### src/core/tx_cw_pkg.sv
// shared constants for the control word field inserter
package tx_cw_pkg;
  // register byte offsets
  localparam logic [5:0] CTRL_OFS = 6'h00;
  localparam logic [5:0] MULTI_USE_OFS = 6'h04;
  localparam logic [5:0] BUCKET_OFS = 6'h08;
  localparam logic [5:0] PERIOD_OFS = 6'h0c;
  localparam logic [5:0] HEALTH_OFS = 6'h10;
  localparam logic [5:0] STATUS_OFS = 6'h14;
  // control register fields
  localparam int PATH_ON_BIT = 0;
  localparam int SHAPER_ON_BIT = 1;
  // bucket register fields
  localparam int CAPACITY_LSB = 0;
  localparam int REFILL_LSB = 16;
  // health register fields
  localparam int LANE_HEALTH_LSB = 0;
  localparam int INTF_HEALTH_BIT = 16;
  // status register fields
  localparam int TOKENS_LSB = 0;
  localparam int GROUP_LSB = 16;
  // control word layout
  localparam int CAL_START_BIT = 56;
  localparam int CAL_FIELD_MSB = 55;
  localparam int MULTI_USE_LSB = 24;
  // diagnostic word layout
  localparam int DIAG_LANE_BIT = 33;
  localparam int DIAG_INTF_BIT = 32;
  // calendar geometry
  localparam int CAL_ENTRIES = 256;
  localparam int CAL_PER_WORD = 16;
  localparam int CAL_GROUPS = CAL_ENTRIES / CAL_PER_WORD;
  // reset values
  localparam logic [31:0] CTRL_RST = 32'h0000_0000;
  localparam logic [7:0] MULTI_USE_RST = 8'h00;
  localparam logic [11:0] CAPACITY_RST = 12'h000;
  localparam logic [11:0] REFILL_RST = 12'h000;
  localparam logic [7:0] PERIOD_RST = 8'h00;
  localparam logic [11:0] LANE_HEALTH_RST = 12'h000;
endpackage : tx_cw_pkg

### src/core/tx_control_word_fields.sv
// control word calendar, multi-use, diagnostic status and token shaper
//
// The implementer's own choices: the address map and register access over Avalon-MM.
`timescale 1ns/1ns
`default_nettype none
// What this block does
// - calendar bit one means xon, zero means xoff, sent as is.
// - calendar entries ride in control word bits 55 down to 40.
// - calendar has 256 positions, cycled through over successive control words.
// - word with bit 56 set carries the first sixteen calendar entries.
// - bit 55 holds the lowest-numbered entry of the group, descending.
// - each following control word carries the next sixteen entries.
// - multi-use setting is copied into control word bits 31 to 24.
// - shaper active when its enable is one, bypassed when zero.
// - bucket capacity is a 12-bit token count, one token per byte.
// - each refill adds the 12-bit refill amount to the bucket.
// - 8-bit period counts clock cycles between refills.
// - each lane health bit goes to bit 33 of that lane's diagnostic word.
// - interface health bit goes to bit 32 of every diagnostic word.
// - with the path off, no data is granted; only control words go out.
module tx_control_word_fields #(
  parameter int LANES = 12,
  parameter int BYTES_W = 7
) (
  input wire logic sys_clk,
  input wire logic rst_n,
  input wire logic [5:0] avs_address,
  input wire logic avs_read,
  input wire logic avs_write,
  input wire logic [31:0] avs_writedata,
  input wire logic [3:0] avs_byteenable,
  output logic [31:0] avs_readdata,
  output logic avs_waitrequest,
  input wire logic [tx_cw_pkg::CAL_ENTRIES-1:0] tx_calendar_status,
  input wire logic cw_slot,
  output logic [63:0] ctl_word,
  output logic ctl_word_valid,
  input wire logic data_req,
  input wire logic [BYTES_W-1:0] data_bytes,
  output logic data_grant,
  output logic [LANES-1:0] diag_bit33,
  output logic [LANES-1:0] diag_bit32
);

  typedef struct packed {
    logic path_on;
    logic shaper_on;
    logic [7:0] multi_use;
    logic [11:0] capacity;
    logic [11:0] refill;
    logic [7:0] period;
    logic [LANES-1:0] lane_health;
    logic intf_health;
    logic [11:0] tokens;
    logic [7:0] period_cnt;
    logic [3:0] group;
    logic [63:0] ctl_word;
    logic ctl_word_valid;
    logic data_grant;
    logic [LANES-1:0] diag_bit33;
    logic [LANES-1:0] diag_bit32;
    logic [31:0] readdata;
    logic waitrequest;
  } state_t;

  state_t st_r;
  state_t st_nxt;

  // byte-enable merge of a write into a stored word
  function automatic logic [31:0] merge(input logic [31:0] old_val, input logic [31:0] wdata,
                                        input logic [3:0] be);
    logic [31:0] res;
    res = old_val;
    for (int b = 0; b < 4; b++)
    begin
      if (be[b])
      begin
        res[b*8 +: 8] = wdata[b*8 +: 8];
      end
    end
    return res;
  endfunction : merge

  // read view of each mapped register
  function automatic logic [31:0] reg_view(input state_t s, input logic [5:0] addr);
    logic [31:0] v;
    v = 32'h0000_0000;
    case (addr)
      tx_cw_pkg::CTRL_OFS:
      begin
        v[tx_cw_pkg::PATH_ON_BIT] = s.path_on;
        v[tx_cw_pkg::SHAPER_ON_BIT] = s.shaper_on;
      end
      tx_cw_pkg::MULTI_USE_OFS:
      begin
        v[7:0] = s.multi_use;
      end
      tx_cw_pkg::BUCKET_OFS:
      begin
        v[tx_cw_pkg::CAPACITY_LSB +: 12] = s.capacity;
        v[tx_cw_pkg::REFILL_LSB +: 12] = s.refill;
      end
      tx_cw_pkg::PERIOD_OFS:
      begin
        v[7:0] = s.period;
      end
      tx_cw_pkg::HEALTH_OFS:
      begin
        v[tx_cw_pkg::LANE_HEALTH_LSB +: LANES] = s.lane_health;
        v[tx_cw_pkg::INTF_HEALTH_BIT] = s.intf_health;
      end
      tx_cw_pkg::STATUS_OFS:
      begin
        v[tx_cw_pkg::TOKENS_LSB +: 12] = s.tokens;
        v[tx_cw_pkg::GROUP_LSB +: 4] = s.group;
      end
      default:
      begin
        v = 32'h0000_0000;
      end
    endcase
    return v;
  endfunction : reg_view

  logic [31:0] wr_val;
  logic wr_now;
  logic refill_due;
  logic enough;
  logic [12:0] level;
  logic [12:0] level_in;

  always_comb
  begin
    st_nxt = st_r;
    wr_val = 32'h0000_0000;
    wr_now = 1'b0;
    refill_due = 1'b0;
    enough = 1'b0;
    level = 13'h0000;
    level_in = 13'h0000;

    // bus slave: one wait cycle, then the answer edge
    st_nxt.waitrequest = !((avs_read || avs_write) && st_r.waitrequest);
    if (avs_read && st_r.waitrequest)
    begin
      st_nxt.readdata = reg_view(st_r, avs_address);
    end
    wr_now = avs_write && !st_r.waitrequest;
    if (wr_now)
    begin
      wr_val = merge(reg_view(st_r, avs_address), avs_writedata, avs_byteenable);
      case (avs_address)
        tx_cw_pkg::CTRL_OFS:
        begin
          st_nxt.path_on = wr_val[tx_cw_pkg::PATH_ON_BIT];
          st_nxt.shaper_on = wr_val[tx_cw_pkg::SHAPER_ON_BIT];
        end
        tx_cw_pkg::MULTI_USE_OFS:
        begin
          st_nxt.multi_use = wr_val[7:0];
        end
        tx_cw_pkg::BUCKET_OFS:
        begin
          st_nxt.capacity = wr_val[tx_cw_pkg::CAPACITY_LSB +: 12];
          st_nxt.refill = wr_val[tx_cw_pkg::REFILL_LSB +: 12];
        end
        tx_cw_pkg::PERIOD_OFS:
        begin
          st_nxt.period = wr_val[7:0];
        end
        tx_cw_pkg::HEALTH_OFS:
        begin
          st_nxt.lane_health = wr_val[tx_cw_pkg::LANE_HEALTH_LSB +: LANES];
          st_nxt.intf_health = wr_val[tx_cw_pkg::INTF_HEALTH_BIT];
        end
        default:
        begin
          st_nxt.path_on = st_r.path_on;
        end
      endcase
    end

    // control word fields, one group of sixteen per slot
    st_nxt.ctl_word_valid = cw_slot;
    if (cw_slot)
    begin
      st_nxt.ctl_word = 64'h0000_0000_0000_0000;
      st_nxt.ctl_word[tx_cw_pkg::CAL_START_BIT] = (st_r.group == 4'h0);
      for (int k = 0; k < tx_cw_pkg::CAL_PER_WORD; k++)
      begin
        // status bit copied as is: one is xon, zero is xoff
        st_nxt.ctl_word[tx_cw_pkg::CAL_FIELD_MSB - k] =
          tx_calendar_status[{st_r.group, 4'h0} + 8'(k)];
      end
      st_nxt.ctl_word[tx_cw_pkg::MULTI_USE_LSB +: 8] = st_r.multi_use;
      // 4-bit group wraps after the last of sixteen groups
      st_nxt.group = st_r.group + 4'h1;
    end

    // diagnostic word status bits per lane
    st_nxt.diag_bit33 = st_r.lane_health;
    st_nxt.diag_bit32 = {LANES{st_r.intf_health}};

    // refill timer: period counts cycles between additions
    if (st_r.period_cnt >= st_r.period)
    begin
      refill_due = 1'b1;
      st_nxt.period_cnt = 8'h00;
    end
    else
    begin
      st_nxt.period_cnt = st_r.period_cnt + 8'h01;
    end

    // grant lasts one cycle; the registered grant blocks another in the next cycle only
    enough = !st_r.shaper_on || ({5'h00, st_r.tokens} >= {6'h00, data_bytes});
    st_nxt.data_grant = st_r.path_on && data_req && !st_r.data_grant && enough;

    level = {1'b0, st_r.tokens};
    if (st_nxt.data_grant && st_r.shaper_on)
    begin
      level = level - {6'h00, data_bytes};
    end
    if (refill_due)
    begin
      level_in = level + {1'b0, st_r.refill};
    end
    else
    begin
      level_in = level;
    end
    if (level_in > {1'b0, st_r.capacity})
    begin
      level_in = {1'b0, st_r.capacity};
    end
    st_nxt.tokens = level_in[11:0];
    if (!st_r.shaper_on)
    begin
      // bypassed: bucket starts full when the shaper is switched on
      st_nxt.tokens = st_r.capacity;
    end
  end

  always_ff @(posedge sys_clk)
  begin
    if (!rst_n)
    begin
      st_r <= '0;
      st_r.path_on <= tx_cw_pkg::CTRL_RST[tx_cw_pkg::PATH_ON_BIT];
      st_r.shaper_on <= tx_cw_pkg::CTRL_RST[tx_cw_pkg::SHAPER_ON_BIT];
      st_r.multi_use <= tx_cw_pkg::MULTI_USE_RST;
      st_r.capacity <= tx_cw_pkg::CAPACITY_RST;
      st_r.refill <= tx_cw_pkg::REFILL_RST;
      st_r.period <= tx_cw_pkg::PERIOD_RST;
      st_r.lane_health <= LANES'(tx_cw_pkg::LANE_HEALTH_RST);
      st_r.waitrequest <= 1'b1;
    end
    else
    begin
      st_r <= st_nxt;
    end
  end

  assign avs_readdata = st_r.readdata;
  assign avs_waitrequest = st_r.waitrequest;
  assign ctl_word = st_r.ctl_word;
  assign ctl_word_valid = st_r.ctl_word_valid;
  assign data_grant = st_r.data_grant;
  assign diag_bit33 = st_r.diag_bit33;
  assign diag_bit32 = st_r.diag_bit32;

endmodule : tx_control_word_fields
`default_nettype wire

### config.mk
export PLATFORM = sky130hd
export DESIGN_NAME = tx_control_word_fields
export DESIGN_NICKNAME = d
export VERILOG_FILES = /design/src/core/tx_cw_pkg.sv /design/src/core/tx_control_word_fields.sv
export SDC_FILE = /design/constraint.sdc
export NUM_CORES = 1
export LEC_CHECK = 0
export BUFFER_PORTS_ARGS = -buffer_cell sky130_fd_sc_hd__clkbuf_2
export CAP_MARGIN = 25
export CORE_AREA = 3 3 167 169
export DETAILED_ROUTE_END_ITERATION = 8
export DIE_AREA = 0 0 170 172
export GPL_TIMING_DRIVEN = 0
export PLACE_DENSITY_LB_ADDON = 0.3
export SYNTH_ARGS = -nofsm -noshare
export SYNTH_HDL_FRONTEND = slang
export SYNTH_SLANG_ARGS = --single-unit
### constraint.sdc
create_clock -name sys_clk -period 6.35 [get_ports sys_clk]
set_input_delay 0.635 -clock sys_clk [delete_from_list [all_inputs] [get_ports sys_clk]]
set_output_delay 0.635 -clock sys_clk [all_outputs]
set_load 0.01 [all_outputs]
### Yosys cells after proc, flatten, opt, wreduce, memory -nomap -nowiden

Cells that the tools add are included.

* register bits after elaboration: 144
* bits of input ports: 311
* output and inout bits: 123
* logic and storage cells: 133

* add/sub/neg operators: 19
* magnitude comparators: 19
* equality and inequality tests: 5
* mux-type cells: 50
* bitwise gates (word level): 1
* reduce and logical (&&, ||, !) cells: 21

Operators with widths (count)
* $lt 8x9->1 const B: 16
* $bmux 1 s8: 15
* $add 8x4->8 const B: 8
* $add 8x3->8 const B: 4
* $pmux 6 s5: 1
* $mux 13: 2
* $mux 12: 2
* $mux 8: 3
* $mux 1: 18
* $add 8x1->8 const B: 2
* $add 8x2->8 const B: 2
* $add 13x12->13: 1
* $gt 13x12->1: 1
* $sub 12x7->13: 1
* $eq 6x4->1 const B: 2
* $eq 6x5->1 const B: 2
* $ge 12x7->1: 1
* $mux 4: 3
* $pmux 2 s6: 1
* $pmux 4 s3: 1
* $reduce_and 2->1: 5
* $ge 8x8->1: 1
* $pmux 2 s4: 1
* $logic_and 1x1->1: 7
* other kinds (11): 15

### Logic depth before layout (Yosys ltp)

* depth in word-level cells: 10
* gate-level depth with buffers: 28
* gate-level depth less buffers: 26

### Worst setup path before layout

No wires, ideal clock.

* path kind: input port to flip-flop
* start: in data_bytes[1]
* end: reg st_r[136] (netlist bit)
* setup time: 0.059 ns
* arrival time: 5.164 ns
* data required time: 6.291 ns
* slack: 1.128 ns
* stages on the path: 26
* path buffers: 2
* cell sequence: inv_1 -> ha_1 -> nor2b_4 -> o31a_1 -> nor4_4 -> nor2_2 -> o21a_1 -> buf_6 -> mux2i_1 -> ha_1 -> inv_1 -> fa_1 -> nor2b_1 -> o31a_1 -> nor3_1 -> o21ai_0 -> xnor2_1 -> nand2_1 -> o21a_1 -> ha_1 -> nand4_1 -> or4_1 -> and2_1 -> clkbuf_1 -> o21ai_0 -> o211a_1

* cells in the longest elaborated chain, start to end: 10
* elaborated cells between the ends (all ways): 11
* those cells by class: add/sub: 2; order compare: 2; mux: 4; reduce/logical: 3

RTL lines
* start, declared: line tx_control_word_fields.sv:39 `input wire logic [BYTES_W-1:0] data_bytes,`
* $ge 12x7->1: line tx_control_word_fields.sv:216 `enough = !st_r.shaper_on || ({5'h00, st_r.tokens} >= {6'h00, data_bytes});`
* $logic_or 1x1->1: line tx_control_word_fields.sv:216
* $logic_and 1x1->1: line tx_control_word_fields.sv:217 `st_nxt.data_grant = st_r.path_on && data_req && !st_r.data_grant && enough;`
* $logic_and 1x1->1: line tx_control_word_fields.sv:220 `if (st_nxt.data_grant && st_r.shaper_on)`
* $mux 13 (*): line tx_control_word_fields.sv:220
* $add 13x12->13: line tx_control_word_fields.sv:226 `level_in = level + {1'b0, st_r.refill};`
* $mux 13 (*): line tx_control_word_fields.sv:224 `if (refill_due)`
* $gt 13x12->1: line tx_control_word_fields.sv:232 `if (level_in > {1'b0, st_r.capacity})`
* $mux 12 (*): line tx_control_word_fields.sv:232
* $mux 12 (*): line tx_control_word_fields.sv:237 `if (!st_r.shaper_on)`
* end signal, assigned: line tx_control_word_fields.sv:260 `st_r <= st_nxt;`
* end, declared: line tx_control_word_fields.sv:66 `state_t st_r;`

Every way passes the cells marked *; elsewhere a longest branch is shown, timed or not.
A chain may end at the register's enable or synchronous reset.

### Final worst setup path

* start: reg st_r[137] (netlist bit)
* end: reg st_r[136] (netlist bit)

* cells in the longest elaborated chain, start to end: 10
* elaborated cells between the ends (all ways): 11
* those cells by class: add/sub: 2; order compare: 2; mux: 4; reduce/logical: 3

RTL lines (line)
* $ge 12x7->1: tx_control_word_fields.sv:216
* $logic_or 1x1->1: tx_control_word_fields.sv:216
* $logic_and 1x1->1: tx_control_word_fields.sv:217
* $logic_and 1x1->1: tx_control_word_fields.sv:220
* $mux 13 (*): tx_control_word_fields.sv:220
* $add 13x12->13: tx_control_word_fields.sv:226
* $mux 13 (*): tx_control_word_fields.sv:224
* $gt 13x12->1: tx_control_word_fields.sv:232
* $mux 12 (*): tx_control_word_fields.sv:232
* $mux 12 (*): tx_control_word_fields.sv:237

Marks and branches as above.

==> impl_metrics.csv <==
group,metric,value,unit
global_routing,via_count_of_the_first_global_routing_pass,9494,
clock_tree,tritoncts.num_buffers,17,
clock_tree,cts_htree_levels,4,
yosys,synthXorXnorAreaFrac,0.0197,
placed_design,post_dp_cell_area,12700,um2
worst_setup_path,critical_path.slowest_cell,"or4_1",
placed_design,numPlacedInstances,1862,
sta,layout_worst_path_cycle_share,0.904,
die,std_cell_rows,60,
yosys,netlist_instances,1099,
worst_setup_path,timing.critical_path.to_type,"register",
route,wl_per_cell,21.4,um
die,coreArea,26700,um2
pwr,total_power,2.57,mW
sta,tightest_slew,0.934,ns
clock_tree,post_cts.resized_instances,0,
pwr,pwr_density_cell,192,nW/um2
sta,final.setup_skew,0.0112,ns
yosys,dominant_combinational_cell_family_by_area_after_synthesis,"multiplexers",
worst_hold_path,worstHoldPathType,"in -> reg",
yosys,synth-main-ff-cell,"dfxtp_1",
worst_setup_path,timing_worst_setup_path_type,"reg -> reg",
global_routing,groute.usage.overall,0.269,
die,dieHeight,172,um
yosys,avgSynthCellArea,9.31,um2
global_routing,grt_antenna_before_repair,8,
placed_design,dp_worst_setup_slack,0.379,ns
sta,grt_setup_unrepaired,"no",
clock_tree,cts_tree,"yes",
yosys,post_synthesis_simple_gate_area_fraction,0.140,
worst_setup_path,crit_required,6.72,ns
route,route.detailed.drc,0,
sta,setup_viol,0,
placed_design,post-dp-hpwl,34400,um
yosys,synth_sequential_area_ratio,0.282,
finish,nFillCells,2639,
clock_tree,clock_path_buffers,2,
sta,fin_worst_hold_slack,0.451,ns
sta,post-route-min-period,5.74,ns
worst_setup_path,timing.critical_path.fanout_max,10,
die,die-area,29200,um2
clock_tree,worstSkewPairLatency,0.43,ns
yosys,postSynth.asyncResetShare,0,
finish,multi_input_comb_area,6200,um2
finish,finish.instance_area,13400,um2
route,drt-vias-per-instance,5.27,
die,x_dimension_of_the_die,170,um
finish,ff_latch_area,2880,um2
clock_tree,clk_root_buf,"clkbuf_16",
yosys,synthesis.area,10200,um2
route,drt.antenna.violating_nets,0,
route,detail_route.wirelength,40700,um
worst_setup_path,arrival,6.11,ns
worst_setup_path,timing.critical_path.slowest_cell_delay,0.52,ns
route,routed-via-count,10000,
route,drt_iter0_drc,734,
die,ioPinCount,434,
sta,clock.fmax,0.174,GHz
worst_setup_path,path_delay_family,"compound AO/OA/AOI/OAI gates",
worst_setup_path,critPathLaunchType,"register",
global_routing,met3_usage,0.0455,
finish,syn2layout_area_growth,30.8,%
sta,timing.slew.headroom,0.374,
yosys,netlist-cell-type-count,65,
yosys,synth-seq-cells,144,
die,floorplan.initialDensity,0.383,
run_status,status,"finished, final reports clean",
clock_tree,tritoncts_sinks,144,
global_routing,global_route.usage.met2,0.446,
yosys,post_synthesis_mux_area_share,0.247,
global_routing,gr-total-overflow,0,
global_routing,grt-busiest-layer,"met2",
placed_design,port_buffers,376,
pwr,static-leakage-power,6.26,nW
clock_tree,clkTransAtPathRegs,0.06,ns
worst_setup_path,cp.buffers_inverters,3,
sta,worst_slack,0.611,ns
finish,drive_gt1_frac,0.419,
finish,final_core_density,0.501,
clock_tree,post_cts_buffers,0,
global_routing,grt_max_degree,17,
sta,maxSlewViolCount,0,
run,cap_viol_max_count,0,
finish,layout.cells.non_filler,1900,
route,firstDrtPassIters,7,
yosys,adder_cell_share_of_the_synthesized_area,0.0553,
yosys,synth_compound_area_frac,0.127,
pwr,irDropWorstVdd,0.000151,V
sta,tns,0,ns
global_routing,grt_util_met1,0.358,
sta,hold_viol,0,
yosys,synth-edff-count,0,
yosys,yosysWarnings,0,
placed_design,finalWeightedCongestion,0.927,
finish,num-nets-final,1895,
global_routing,grt_first_pass_wirelength,58200,um
clock_tree,total_of_hold_buffers_inserted_after_clock_tree_synthesis,0,
-- worst register-to-register path: stages (launching register included) --
cell      delay [ns]
dfxtp_1         0.39
ha_1            0.41
o21a_1          0.13
o31a_1          0.24
nor4_4          0.07
nor2_2          0.34
o21a_1          0.18
buf_6           0.14
mux2i_1         0.26
ha_1            0.21
inv_1           0.05
fa_1            0.40
nor2b_1         0.17
o31a_1          0.24
nor3_1          0.06
o21ai_0         0.20
xnor2_1         0.14
nand2_1         0.07
o21a_1          0.16
ha_1            0.34
nand4_1         0.13
or4_1           0.52
and2_1          0.17
clkbuf_1        0.23
o21ai_0         0.25
o211a_1         0.18
-- where the power goes --
part	internal [mW]	leakage (nW)	switching (mW)	total [mW]
Combinational	0.264	4.78	0.243	0.507
Sequential	0.922	1.17	0.0123	0.935
Clock	0.729	0.314	0.396	1.12
Total	1.92	6.26	0.651	2.57
-- per-layer routing --
layer  part of all wire  vias to the layer above
li1                   -                     4703
met1               0.42                     4806
met2               0.48                      433
met3              0.070                       63
met4              0.028                        2
met5            0.00017                        -
-- registers in the layout, summed over array words and instances, names as in the netlist --
signal	cells
data_grant	1
ctl_word_valid	1
ctl_word	25
diag_bit33	12
st_r	66
avs_waitrequest	1
st_nxt	13
avs_readdata	24
diag_bit32	1
-- path summary, 6_finish.rpt --
check,slack [ns],end,depth (start not counted),startpoint
max,0.61,st_r[136],25,st_r[137]
min,0.45,st_r[178],3,avs_writedata[26]
max reg2reg,0.61,st_r[136],25,st_r[137]
min reg2reg,0.46,avs_readdata[21],2,avs_readdata[21]
-- cell usage in the layout (no fill, tap or decap), types with 13 or more instances in the layout --
cell type / instances
mux4_2: 75
a21oi_1: 66
nor2_1: 105
clkbuf_16: 17
nand2_1: 101
ha_1: 42
xnor2_1: 16
mux2i_1: 50
clkbuf_2: 376
nand3_1: 30
mux2_2: 23
buf_4: 120
o21ai_0: 28
a211oi_1: 14
o21a_1: 13
nor3_1: 21
clkbuf_1: 49
conb_1: 47
and2_1: 16
inv_1: 39
dfxtp_1: 144
-- cell type report --
| type | instances | share of cell area |
|---|---|---|
| Timing Repair Buffer | 376 | 0.141 |
| Tap cell | 341 | 0.0319 |
| Clock inverter | 9 | 0.0134 |
| Sequential cell | 144 | 0.215 |
| Clock buffer | 23 | 0.0357 |
| Buffer | 186 | 0.0873 |
| Antenna cell | 6 | 0.00112 |
| Multi-Input combinational cell | 775 | 0.463 |
| Inverter | 40 | 0.0112 |
-- Yosys cell counts, types with 28 or more instances --
library cell / n / area (um2)
mux2i_1: 50 / 500
ha_1: 42 / 526
inv_1: 39 / 146
nor2_1: 105 / 394
o21ai_0: 28 / 140
nand3_1: 30 / 150
mux4_2: 75 / 1690
a21oi_1: 66 / 330
buf_4: 120 / 901
clkbuf_1: 46 / 173
nand2_1: 101 / 379
dfxtp_1: 144 / 2880
-- cells by family (layout without fill, tap and decap cells) --
logic type      count (synthesis)  in the layout
compound gates                195            195
xor+xnor                       23             23
fa+ha+maj                      44             44
buf+inv                       226            634
flops                         144            144
mux                           153            153
other cells                     1             53
simple gates                  313            313
No activity file was read; power rests on OpenSTA's default activity.
